**config.mk**
```make
export PLATFORM = sky130hd
export DESIGN_NAME = gate_driver_mode_sequencer
export DESIGN_NICKNAME = d
export VERILOG_FILES = /design/src/mode_seq_pkg.sv /design/src/gate_driver_mode_sequencer.sv
export SDC_FILE = /design/constraint.sdc
export NUM_CORES = 1
export LEC_CHECK = 0
export BUFFER_PORTS_ARGS = -buffer_cell sky130_fd_sc_hd__buf_4
export CAP_MARGIN = 20
export CORE_MARGIN = 1
export CORE_UTILIZATION = 40
export DETAILED_ROUTE_END_ITERATION = 7
export MAX_ROUTING_LAYER = met4
export PLACE_DENSITY = 0.67
export SYNTH_ARGS = -nofsm -noshare
export SYNTH_HDL_FRONTEND = slang
export SYNTH_SLANG_ARGS = --single-unit
export TNS_END_PERCENT = 20
```
**constraint.sdc**
```tcl
create_clock -name clk_sys_i -period 3.6 [get_ports clk_sys_i]
set_input_delay 0.36 -clock clk_sys_i [delete_from_list [all_inputs] [get_ports clk_sys_i]]
set_output_delay 0.36 -clock clk_sys_i [all_outputs]
set_load 0.05 [all_outputs]
```
**src/mode_seq_pkg.sv**
```systemverilog
// Constants, types and fault matrix for the gate driver mode sequencer.
// Assumes a 50 MHz system clock and an asynchronous power-on reset.
package mode_seq_pkg;

   // System clock period, ns
   localparam int CLK_NS = 20;

   // Overcurrent filter times, ns
   localparam int OCF_1P4_NS = 1400;
   localparam int OCF_2P2_NS = 2200;
   localparam int OCF_3P2_NS = 3200;
   localparam int OCF_5P4_NS = 5400;
   localparam int OCF_1P4_CYC = OCF_1P4_NS / CLK_NS;
   localparam int OCF_2P2_CYC = OCF_2P2_NS / CLK_NS;
   localparam int OCF_3P2_CYC = OCF_3P2_NS / CLK_NS;
   localparam int OCF_5P4_CYC = OCF_5P4_NS / CLK_NS;

   // Shunt trip retry times, us
   localparam int RTY_LONG_US = 4000;
   localparam int RTY_SHORT_US = 70;
   localparam int RTY_LONG_CYC = RTY_LONG_US * 1000 / CLK_NS;
   localparam int RTY_SHORT_CYC = RTY_SHORT_US * 1000 / CLK_NS;

   // Mode change delays, ns (least times, rounded up)
   localparam int START_NS = 50000;
   localparam int WAKE_NS = 20000;
   localparam int SLEEP_NS = 20000;
   localparam int SHDN_NS = 10000;
   localparam int RCVR_NS = 40000;
   localparam int START_CYC = (START_NS + CLK_NS - 1) / CLK_NS;
   localparam int WAKE_CYC = (WAKE_NS + CLK_NS - 1) / CLK_NS;
   localparam int SLEEP_CYC = (SLEEP_NS + CLK_NS - 1) / CLK_NS;
   localparam int SHDN_CYC = (SHDN_NS + CLK_NS - 1) / CLK_NS;
   localparam int RCVR_CYC = (RCVR_NS + CLK_NS - 1) / CLK_NS;

   // Counter types
   typedef logic [11:0] dly_cnt_t;
   typedef logic [8:0] ocf_cnt_t;
   typedef logic [17:0] rty_cnt_t;

   // Modes, Gray coded along shutdown-sleep-operating-fault
   typedef enum logic [1:0] {
      MODE_SHDN = 2'h0,
      MODE_SLEEP = 2'h1,
      MODE_OPER = 2'h3,
      MODE_FAULT = 2'h2
   } mode_t;

   // Delay conditions being timed
   localparam logic [2:0] COND_NONE = 3'h0;
   localparam logic [2:0] COND_START = 3'h1;
   localparam logic [2:0] COND_WAKE = 3'h2;
   localparam logic [2:0] COND_SLEEP = 3'h3;
   localparam logic [2:0] COND_SHDN = 3'h4;
   localparam logic [2:0] COND_RCVR_SLP = 3'h5;
   localparam logic [2:0] COND_RCVR_OPR = 3'h6;

   // Function bit positions in a disable vector (active low)
   localparam int FN_GATE = 0;
   localparam int FN_CHAIN = 1;
   localparam int FN_AUX = 2;

   // Per-source disables: [3] thermal warn, [2] thermal shutdown,
   // [1] gate supply low, [0] shunt overcurrent
   localparam logic [3:0][2:0] FAULT_DIS_N = {3'h7, 3'h4, 3'h4, 3'h6};
   // Per-source permission to return to operating
   localparam logic [3:0] FAULT_RECOVER = 4'hB;

   // Pins sampled through the synchroniser
   typedef struct packed {
      logic vcc_ok;
      logic vcc_low;
      logic en;
      logic shunt_oc;
      logic [2:0] fsrc;
      logic [2:0] hs;
      logic [2:0] ls;
   } pins_t;

   // Registered outputs
   typedef struct packed {
      logic prim;
      logic aux;
      logic bb;
      logic cp;
      logic drv;
      logic [2:0] hs;
      logic [2:0] ls;
      logic fault_n;
      logic [3:0] status;
      logic [1:0] mode;
   } outs_t;

   // Output values after reset
   localparam outs_t OUT_RST = '{prim: 1'h1, fault_n: 1'h1, default: '0};

endpackage

```
**src/gate_driver_mode_sequencer.sv**
```systemverilog
// Mode sequencer of a three-phase gate driver: modes, supply gating,
// overcurrent filtering and retry. Supply levels, enable, faults and
// phase commands arrive from pins; filter and retry selects and status
// clear come from the serial block on the same clock.
// Operation
// - Four modes in one state machine
// - Low supply: shutdown, only primary regulator
// - Sleep: gates off, phase commands ignored
// - Sleep: chain off, primary and aux on
// - Operating: chain on, primary off, gates follow
// - Fault mode drives fault pin and status
// - Supply up: shutdown to sleep after delay
// - Enable high: sleep to operating after delay
// - Enable low: operating to sleep after delay
// - Supply drop: shutdown, delayed from sleep/fault
// - Fault while operating enters fault mode
// - Cleared recoverable fault returns after delay
// - Further faults stay; disables are ANDed
// - Enable low in fault: sleep after delay
// - Filter 3.2us strap, else four selectable
// - Retry 4000us strap, else 4000/70us
module gate_driver_mode_sequencer #(
   parameter int RETRY_LONG_CYC = mode_seq_pkg::RTY_LONG_CYC // Long retry
) (
   input wire logic clk_sys_i, // 50 MHz clock
   input wire logic rst_i, // Async reset, high
   input wire logic vcc_above_rise_i, // Supply above rising level
   input wire logic vcc_below_fall_i, // Supply below falling level
   input wire logic enable_i, // Enable pin
   input wire logic shunt_trip_i, // Shunt comparator
   input wire logic [2:0] fault_src_i, // Other fault sources
   input wire logic [2:0] high_side_cmd_i, // High side commands
   input wire logic [2:0] low_side_cmd_i, // Low side commands
   input wire logic serial_cfg_i, // Serial config selected
   input wire logic [1:0] overcurrent_filter_sel_i, // Filter select
   input wire logic shunt_trip_retry_sel_i, // Retry select
   input wire logic [3:0] status_clr_i, // Status clear pulse
   output logic primary_regulator_en_o, // Primary regulator on
   output logic aux_regulator_en_o, // Aux regulator on
   output logic buck_boost_en_o, // Buck-boost on
   output logic charge_pump_en_o, // Charge pump on
   output logic drive_regulator_en_o, // Drive regulator on
   output logic [2:0] high_side_gate_o, // High side gates
   output logic [2:0] low_side_gate_o, // Low side gates
   output logic fault_out_n_o, // Fault pin, low active
   output logic [3:0] fault_status_o, // Sticky fault status
   output logic [1:0] mode_o // Current mode code
);

   // Whole state of the block
   typedef struct packed {
      mode_seq_pkg::pins_t s1; // First sync stage
      mode_seq_pkg::pins_t s2; // Second sync stage
      mode_seq_pkg::mode_t mode; // Mode register
      logic [2:0] cond; // Condition being timed
      mode_seq_pkg::dly_cnt_t dly; // Delay counter
      mode_seq_pkg::ocf_cnt_t ocf; // Filter counter
      mode_seq_pkg::rty_cnt_t rty; // Retry counter
      logic trip; // Shunt trip latched
      logic [3:0] seen; // Sources seen in fault
      mode_seq_pkg::outs_t o; // Output flops
   } state_t;

   state_t st_q; // Current state
   state_t st_d; // Next state
   logic [3:0] act_w; // Active fault sources

   // Filter length from select; strap fixes the 3.2us setting (select 2)
   function automatic mode_seq_pkg::ocf_cnt_t ocf_lim(
      input logic ser,
      input logic [1:0] sel
   );
      mode_seq_pkg::ocf_cnt_t r;
      r = mode_seq_pkg::ocf_cnt_t'(mode_seq_pkg::OCF_3P2_CYC);
      if (ser)
      begin
         case (sel)
            2'h0: r = mode_seq_pkg::ocf_cnt_t'(mode_seq_pkg::OCF_1P4_CYC);
            2'h1: r = mode_seq_pkg::ocf_cnt_t'(mode_seq_pkg::OCF_2P2_CYC);
            2'h2: r = mode_seq_pkg::ocf_cnt_t'(mode_seq_pkg::OCF_3P2_CYC);
            default: r = mode_seq_pkg::ocf_cnt_t'(mode_seq_pkg::OCF_5P4_CYC);
         endcase
      end
      return r;
   endfunction

   // Retry length from select; strap gives the long one
   function automatic mode_seq_pkg::rty_cnt_t rty_lim(
      input logic ser,
      input logic sel
   );
      mode_seq_pkg::rty_cnt_t r;
      r = mode_seq_pkg::rty_cnt_t'(RETRY_LONG_CYC);
      if (ser && sel)
      begin
         r = mode_seq_pkg::rty_cnt_t'(mode_seq_pkg::RTY_SHORT_CYC);
      end
      return r;
   endfunction

   // AND of active-low disables over all active sources
   function automatic logic [2:0] dis_and(input logic [3:0] a);
      logic [2:0] r;
      r = 3'h7;
      for (int k = 0; k < 4; k++)
      begin
         if (a[k])
         begin
            r = r & mode_seq_pkg::FAULT_DIS_N[k];
         end
      end
      return r;
   endfunction

   // Shunt trip is source 0, pins give the rest
   assign act_w = {st_q.s2.fsrc, st_q.trip};

   // Next-state logic
   always_comb
   begin
      mode_seq_pkg::pins_t p;
      mode_seq_pkg::pins_t i;
      mode_seq_pkg::dly_cnt_t lim;
      mode_seq_pkg::mode_t tgt;
      mode_seq_pkg::ocf_cnt_t ol;
      mode_seq_pkg::rty_cnt_t rl;
      logic [2:0] c;
      logic [2:0] dis;
      p = '0;
      i = st_q.s2;
      lim = '0;
      tgt = st_q.mode;
      c = mode_seq_pkg::COND_NONE;
      dis = 3'h7;
      ol = ocf_lim(serial_cfg_i, overcurrent_filter_sel_i);
      rl = rty_lim(serial_cfg_i, shunt_trip_retry_sel_i);
      st_d = st_q;
      // Pins into the two-stage synchroniser
      p.vcc_ok = vcc_above_rise_i;
      p.vcc_low = vcc_below_fall_i;
      p.en = enable_i;
      p.shunt_oc = shunt_trip_i;
      p.fsrc = fault_src_i;
      p.hs = high_side_cmd_i;
      p.ls = low_side_cmd_i;
      st_d.s1 = p;
      st_d.s2 = st_q.s1;

      // Overcurrent filter: any gap restarts it, glitches never trip
      st_d.ocf = '0;
      st_d.rty = '0;
      if (st_q.trip)
      begin
         // Retry timer runs while tripped
         if (st_q.rty == rl - 1'h1)
         begin
            st_d.trip = 1'h0;
         end
         else
         begin
            st_d.rty = st_q.rty + 1'h1;
         end
      end
      else if (i.shunt_oc)
      begin
         if (st_q.ocf == ol - 1'h1)
         begin
            st_d.trip = 1'h1;
         end
         else
         begin
            st_d.ocf = st_q.ocf + 1'h1;
         end
      end

      // Sources seen since fault mode was entered
      if (st_q.mode == mode_seq_pkg::MODE_FAULT)
      begin
         st_d.seen = st_q.seen | act_w;
      end
      else
      begin
         st_d.seen = act_w;
      end

      // Mode machine; timed moves name a condition and limit
      case (st_q.mode)
         mode_seq_pkg::MODE_SHDN:
         begin
            if (i.vcc_ok)
            begin
               c = mode_seq_pkg::COND_START;
               lim = mode_seq_pkg::dly_cnt_t'(mode_seq_pkg::START_CYC);
               tgt = mode_seq_pkg::MODE_SLEEP;
            end
         end
         mode_seq_pkg::MODE_SLEEP:
         begin
            // Falling supply is timed here, as in fault mode
            if (i.vcc_low)
            begin
               c = mode_seq_pkg::COND_SHDN;
               lim = mode_seq_pkg::dly_cnt_t'(mode_seq_pkg::SHDN_CYC);
               tgt = mode_seq_pkg::MODE_SHDN;
            end
            else if (i.en)
            begin
               c = mode_seq_pkg::COND_WAKE;
               lim = mode_seq_pkg::dly_cnt_t'(mode_seq_pkg::WAKE_CYC);
               tgt = mode_seq_pkg::MODE_OPER;
            end
         end
         mode_seq_pkg::MODE_OPER:
         begin
            if (i.vcc_low)
            begin
               st_d.mode = mode_seq_pkg::MODE_SHDN;
            end
            else if (|act_w)
            begin
               st_d.mode = mode_seq_pkg::MODE_FAULT;
            end
            else if (!i.en)
            begin
               c = mode_seq_pkg::COND_SLEEP;
               lim = mode_seq_pkg::dly_cnt_t'(mode_seq_pkg::SLEEP_CYC);
               tgt = mode_seq_pkg::MODE_SLEEP;
            end
         end
         mode_seq_pkg::MODE_FAULT:
         begin
            // New faults simply keep us here
            if (i.vcc_low)
            begin
               c = mode_seq_pkg::COND_SHDN;
               lim = mode_seq_pkg::dly_cnt_t'(mode_seq_pkg::SHDN_CYC);
               tgt = mode_seq_pkg::MODE_SHDN;
            end
            else if (!i.en)
            begin
               c = mode_seq_pkg::COND_RCVR_SLP;
               lim = mode_seq_pkg::dly_cnt_t'(mode_seq_pkg::RCVR_CYC);
               tgt = mode_seq_pkg::MODE_SLEEP;
            end
            else if (act_w == 4'h0 &&
                     (st_d.seen & ~mode_seq_pkg::FAULT_RECOVER) == 4'h0)
            begin
               c = mode_seq_pkg::COND_RCVR_OPR;
               lim = mode_seq_pkg::dly_cnt_t'(mode_seq_pkg::RCVR_CYC);
               tgt = mode_seq_pkg::MODE_OPER;
            end
         end
         default:
         begin
            st_d.mode = mode_seq_pkg::MODE_SHDN;
         end
      endcase

      // Delay counter restarts when its condition drops or changes
      st_d.cond = c;
      if (c == mode_seq_pkg::COND_NONE || c != st_q.cond)
      begin
         st_d.dly = '0;
      end
      else if (st_q.dly == lim - 1'h1)
      begin
         st_d.mode = tgt;
         st_d.dly = '0;
         st_d.cond = mode_seq_pkg::COND_NONE;
      end
      else
      begin
         st_d.dly = st_q.dly + 1'h1;
      end

      // Sticky status; in operating or fault mode a new event beats a clear in the same cycle
      st_d.o.status = st_q.o.status & ~status_clr_i;
      if (st_q.mode == mode_seq_pkg::MODE_OPER ||
          st_q.mode == mode_seq_pkg::MODE_FAULT)
      begin
         st_d.o.status = st_d.o.status | act_w;
      end

      // Outputs follow the next mode so they sit in flops
      st_d.o.mode = st_d.mode;
      st_d.o.fault_n = st_d.mode != mode_seq_pkg::MODE_FAULT;
      st_d.o.prim = 1'h0;
      st_d.o.aux = 1'h0;
      st_d.o.bb = 1'h0;
      st_d.o.cp = 1'h0;
      st_d.o.drv = 1'h0;
      st_d.o.hs = 3'h0;
      st_d.o.ls = 3'h0;
      case (st_d.mode)
         mode_seq_pkg::MODE_SHDN:
         begin
            st_d.o.prim = 1'h1;
         end
         mode_seq_pkg::MODE_SLEEP:
         begin
            // Phase commands are ignored here
            st_d.o.prim = 1'h1;
            st_d.o.aux = 1'h1;
         end
         mode_seq_pkg::MODE_OPER:
         begin
            // Both commands high means both gates off
            st_d.o.aux = 1'h1;
            st_d.o.bb = 1'h1;
            st_d.o.cp = 1'h1;
            st_d.o.drv = 1'h1;
            st_d.o.hs = i.hs & ~i.ls;
            st_d.o.ls = i.ls & ~i.hs;
         end
         mode_seq_pkg::MODE_FAULT:
         begin
            // Primary keeps the rail up whenever the chain is cut
            dis = dis_and(act_w);
            st_d.o.bb = dis[mode_seq_pkg::FN_CHAIN];
            st_d.o.cp = dis[mode_seq_pkg::FN_CHAIN];
            st_d.o.drv = dis[mode_seq_pkg::FN_CHAIN];
            st_d.o.prim = !dis[mode_seq_pkg::FN_CHAIN];
            st_d.o.aux = dis[mode_seq_pkg::FN_AUX];
            st_d.o.hs = i.hs & ~i.ls & {3{dis[mode_seq_pkg::FN_GATE]}};
            st_d.o.ls = i.ls & ~i.hs & {3{dis[mode_seq_pkg::FN_GATE]}};
         end
         default:
         begin
            st_d.o.prim = 1'h1;
         end
      endcase
   end

   // State register; reset loads constants only
   always_ff @(posedge clk_sys_i or posedge rst_i)
   begin
      if (rst_i)
      begin
         st_q <= '0;
         st_q.o <= mode_seq_pkg::OUT_RST;
      end
      else
      begin
         st_q <= st_d;
      end
   end

   // Ports straight from flops
   assign primary_regulator_en_o = st_q.o.prim;
   assign aux_regulator_en_o = st_q.o.aux;
   assign buck_boost_en_o = st_q.o.bb;
   assign charge_pump_en_o = st_q.o.cp;
   assign drive_regulator_en_o = st_q.o.drv;
   assign high_side_gate_o = st_q.o.hs;
   assign low_side_gate_o = st_q.o.ls;
   assign fault_out_n_o = st_q.o.fault_n;
   assign fault_status_o = st_q.o.status;
   assign mode_o = st_q.o.mode;
endmodule

```
==> results.md <==
| Result | Reported |
| --- | --- |
| Area Growth Syn to Fin | 13.5% |
| FF-to-FF setup slack | 0.23 ns |
| Maximum buffer depth of the clock tree | 2 |
| Clock-pin slew on the worst setup and hold paths | 0.10 ns |
| Register share of total power | 56.5% |
| Average cell area after synthesis | 10.3 sq um |
| Die outline area | 0.0111 sq mm |
| Sequential element share of the synthesized area | 50.5% |
| Worst Tran Pin Value | 0.574 ns |
| Number of standard-cell rows in the floorplan | 37 |
| Antenna violations before repair | 0 |
| Reg2Reg Launch Point | act_w[2] |
| Number of storage elements in the synthesis netlist | 86 |
| Sum of overflow across all layers after global routing | 0 |
| Count of buffers added by post-CTS timing repair for setup | 0 |
| Number of enable flip-flop cells after synthesis | 0 |
| Leakage Power | 2.12 nW |
| TritonCTS buffer count | 9 |
| Share of the synthesized area in the top cell type | 49.2% |
| Starting DRC count in detailed routing | 79 |
| Hold Path Sink | st_d[69] |
| Data arrival time of the critical path | 3.63 ns |
| DIE WIDTH | 105 microns |
| Critical path capture point type | flop |
| Fraction of layout cells with a size suffix above 1 | 20.0% |
| # DRC | 0 |
| Final setup violation count | 0 |
| Headroom to the max-slew limit | 61.4% |
| Number of hold violations in the final report | 0 |
| Vertical extent of the die | 105 microns |
| Number of global-route vias before repair | 3033 |
| Warnings, synthesis | 0 |
| Final Worst Setup Slack | 0.234 ns |
| Switching power share of the total | 26.4% |
| Worst clock skew on the final layout | 0.00954 ns |
| Final-layout setup total negative slack | 0 ns |
| H-tree level count | 3 |
| Proportion of synthesized flip-flops having asynchronous set or reset | 100% |
| Share of the clock period used by the worst path after layout | 93.5% |
| Fmax | 297 MHz |
| TritonCTS clock tree | built |
| WL final | 8.17 mm |
| Min cycle time layout | 3.37 ns |
| Hold_ws | 0.0842 ns |
| Library cell with the largest summed area after synthesis | dfrtp_1 |
| Wire length of the first global-routing pass | 14.0 mm |
| FF-to-FF End | low_side_gate_o[0] |
| Dpl ws | 0.193 ns |
| Nets | 483 |
| Outcome | completed |
| Clock share of power | 37.1% |
| Number of distinct library cells after synthesis | 63 |
| Hold Crit Depth | 1 |
| Layout Cell Area excl Fill | 0.00484 sq mm |
| Share of power burned in combinational logic | 6.4% |
| CP max FO | 8 |
| Kind of start point of the critical path | flop |
| Number of max-slew violations in the final report | 0 |
| Setup CP Type | flop to flop |
| Floorplan core area | 0.0103 sq mm |
| Synth top area cells | dfrtp_1, nor2_1, xor2_1, xnor2_1, ha_1 |
| Average detailed-routed wire length per instance | 13.9 microns |
| 1st-pass router iterations | 4 |
| Peak supply drop | 196 uV |
| Root Buffer | clkbuf_8 |
| Unrepaired setup endpoints after global routing | false |
| Via count of the routed design | 2958 |
| R2R cell count | 11 |
| Detail Route Antenna Nets | 0 |
| Syn nets | 450 |
| Initial Utilization | 41.4% |
| Worst min-delay path category | primary input to flop |
| PortBufs | 40 |
| Detailed-route vias per instance | 5.01 |
| Number of primary I/O pins | 41 |
| Synthesized instance count | 416 |
| Prevailing post-synth register cell | dfrtp_1 |
| Internal portion of total power | 1.31 mW |
| Cell Area, Placed | 0.00460 sq mm |
| Area of the mapped netlist | 0.00427 sq mm |
| Required @ worst endpoint | 3.87 ns |
| Combined global-route utilization of all metal layers | 16.6% |
| Largest net degree at the start of global routing | 65 |
| HPWL reported at the end of detailed placement | 5.95 mm |
| Diode count | 0 |
| Number of sinks handled by clock tree synthesis | 86 |
| Hold wc startpoint | low_side_cmd_i[2] |
| Max-cap viol count | 0 |
| Placer Congestion | 0.865 |
| Power Dens Cells | 367 mW/mm^2 |
| Clock latency on the worst-skew pair | 0.37 ns |
| Total of fill cells in the finished design | 967 |
| Sw Pwr | 0.469 mW |
[power by group through the flow]
| stage | clock network, mW | logic (mW) | registers (mW) |
|---|---|---|---|
| after CTS | 0.689 | 0.112 | 1.00 |
| after floorplan | 0 | 0.0791 | 1.01 |
| after detailed placement | 0 | 0.111 | 1.02 |
| after global placement | 0 | 0.109 | 1.02 |
| final | 0.660 | 0.114 | 1.00 |
| after global routing | 0.724 | 0.130 | 1.01 |
[how the worst max path moves through the flow]
| stage | start | end | cells after the start |
|---|---|---|---|
| after global placement | act_w[2] | low_side_gate_o[2] | 11 |
| after global routing | act_w[2] | low_side_gate_o[2] | 11 |
| final | act_w[2] | low_side_gate_o[0] | 11 |
| after floorplan | act_w[2] | high_side_gate_o[0] | 12 |
| after detailed placement | act_w[2] | low_side_gate_o[1] | 11 |
| after CTS | act_w[2] | low_side_gate_o[2] | 11 |
[sequential cells by signal, summed over array words and instances, names as in the netlist, 2 cells and up]
name and count:
high_side_gate_o 3, st_q 53, fault_status_o 4, low_side_gate_o 3, mode_o 2, st_d 13
act_w 4
[per-stage QoR]
step,cells,power (mW),util [%]
after global routing,590,1.86,46.9
after detailed placement,572,1.13,44.6
after global placement,572,1.13,44.6
after CTS,588,1.81,46.5
final,590,1.78,46.9
after floorplan,416,1.09,-
[logic make-up (layout without fill, tap and decap cells)]
logic type	after synthesis	in the layout	share of synthesized area, %
simple gates	183	183	22.2
flops	86	86	50.5
xor+xnor	48	48	9.85
compound gates	45	45	8.03
buf+inv	41	79	5.74
fa+ha+maj	11	11	3.22
mux	2	2	0.498
[cell usage in the layout (no fill, tap or decap), types with 2 or more instances in the layout]
cell type / n
inv_8: 2
nand4_1: 4
inv_1: 14
or4b_2: 2
o21ai_0: 9
ha_1: 11
nand2b_1: 7
nor4b_1: 6
nand2_1: 29
clkbuf_8: 9
o21a_1: 3
xnor2_1: 22
nand3_1: 24
a31oi_1: 4
nor4_1: 5
buf_4: 46
a21oi_1: 9
xor2_1: 26
nor3b_1: 2
nor2b_1: 3
inv_6: 2
and4_1: 2
a21o_2: 2
nor3_1: 6
or2b_2: 2
or2_2: 2
dfstp_2: 2
nor2_1: 64
o22ai_1: 3
and3_1: 11
dfrtp_1: 84
[cell type report]
type                    instances  area [sq um]  share of cell area, %
flip-flops and latches         86          2150                   44.5
multi-input cells             289          1880                   38.9
repair buffers                 48           383                   7.90
well taps                     136           170                   3.51
clock buffers                   9           124                   2.56
clock inverters                 7          72.6                   1.50
inverters                      15          57.6                   1.19
[critical path, stage by stage, from the launching register on]
cell and delay, ns:
dfrtp_1 0.43, or4_1 0.59, o21ai_1 0.23, nand2_1 0.09
ha_1 0.29, xor2_1 0.15, nand3_1 0.08, or3_1 0.39
nor2b_2 0.24, a31oi_1 0.14, o211a_4 0.30, nor4b_1 0.32
[timing repair]
item / in CTS / in global routing
gates resized for setup: 0 / 2
setup endpoints to repair: 0 / 6
hold buffers: 0 / 1
endpoints found under the hold margin: 0 / 10
[synthesized netlist by cell type, types with 2 or more instances]
cell and count:
and4_1 2, or2b_2 2, dfstp_2 2, a21oi_1 9, nor4_1 5, nor2_1 64
nor3b_1 2, clkbuf_1 6, buf_4 14, clkbuf_8 2, nand2_1 29, xnor2_1 22
inv_1 15, nand3_1 24, or4b_2 2, nor3_1 7, dfrtp_1 84, nor4b_1 6
nand4_1 4, nor2b_1 3, o21ai_0 10, or2_2 2, and3_1 11, nand2b_1 7
a21o_2 2, a31oi_1 4, ha_1 11, o21a_1 3, o22ai_1 3, xor2_1 26
[metal layers]
metal	GRT usage [%]	vias to the layer above	share of wire [%]
li1	-	1471	-
met1	18.9	1436	43
met2	27.6	36	51
met3	4.27	15	3.5
met4	7.04	0	2.4
met5	-	-	0
Note: power is estimated with default switching activity, not from simulation.
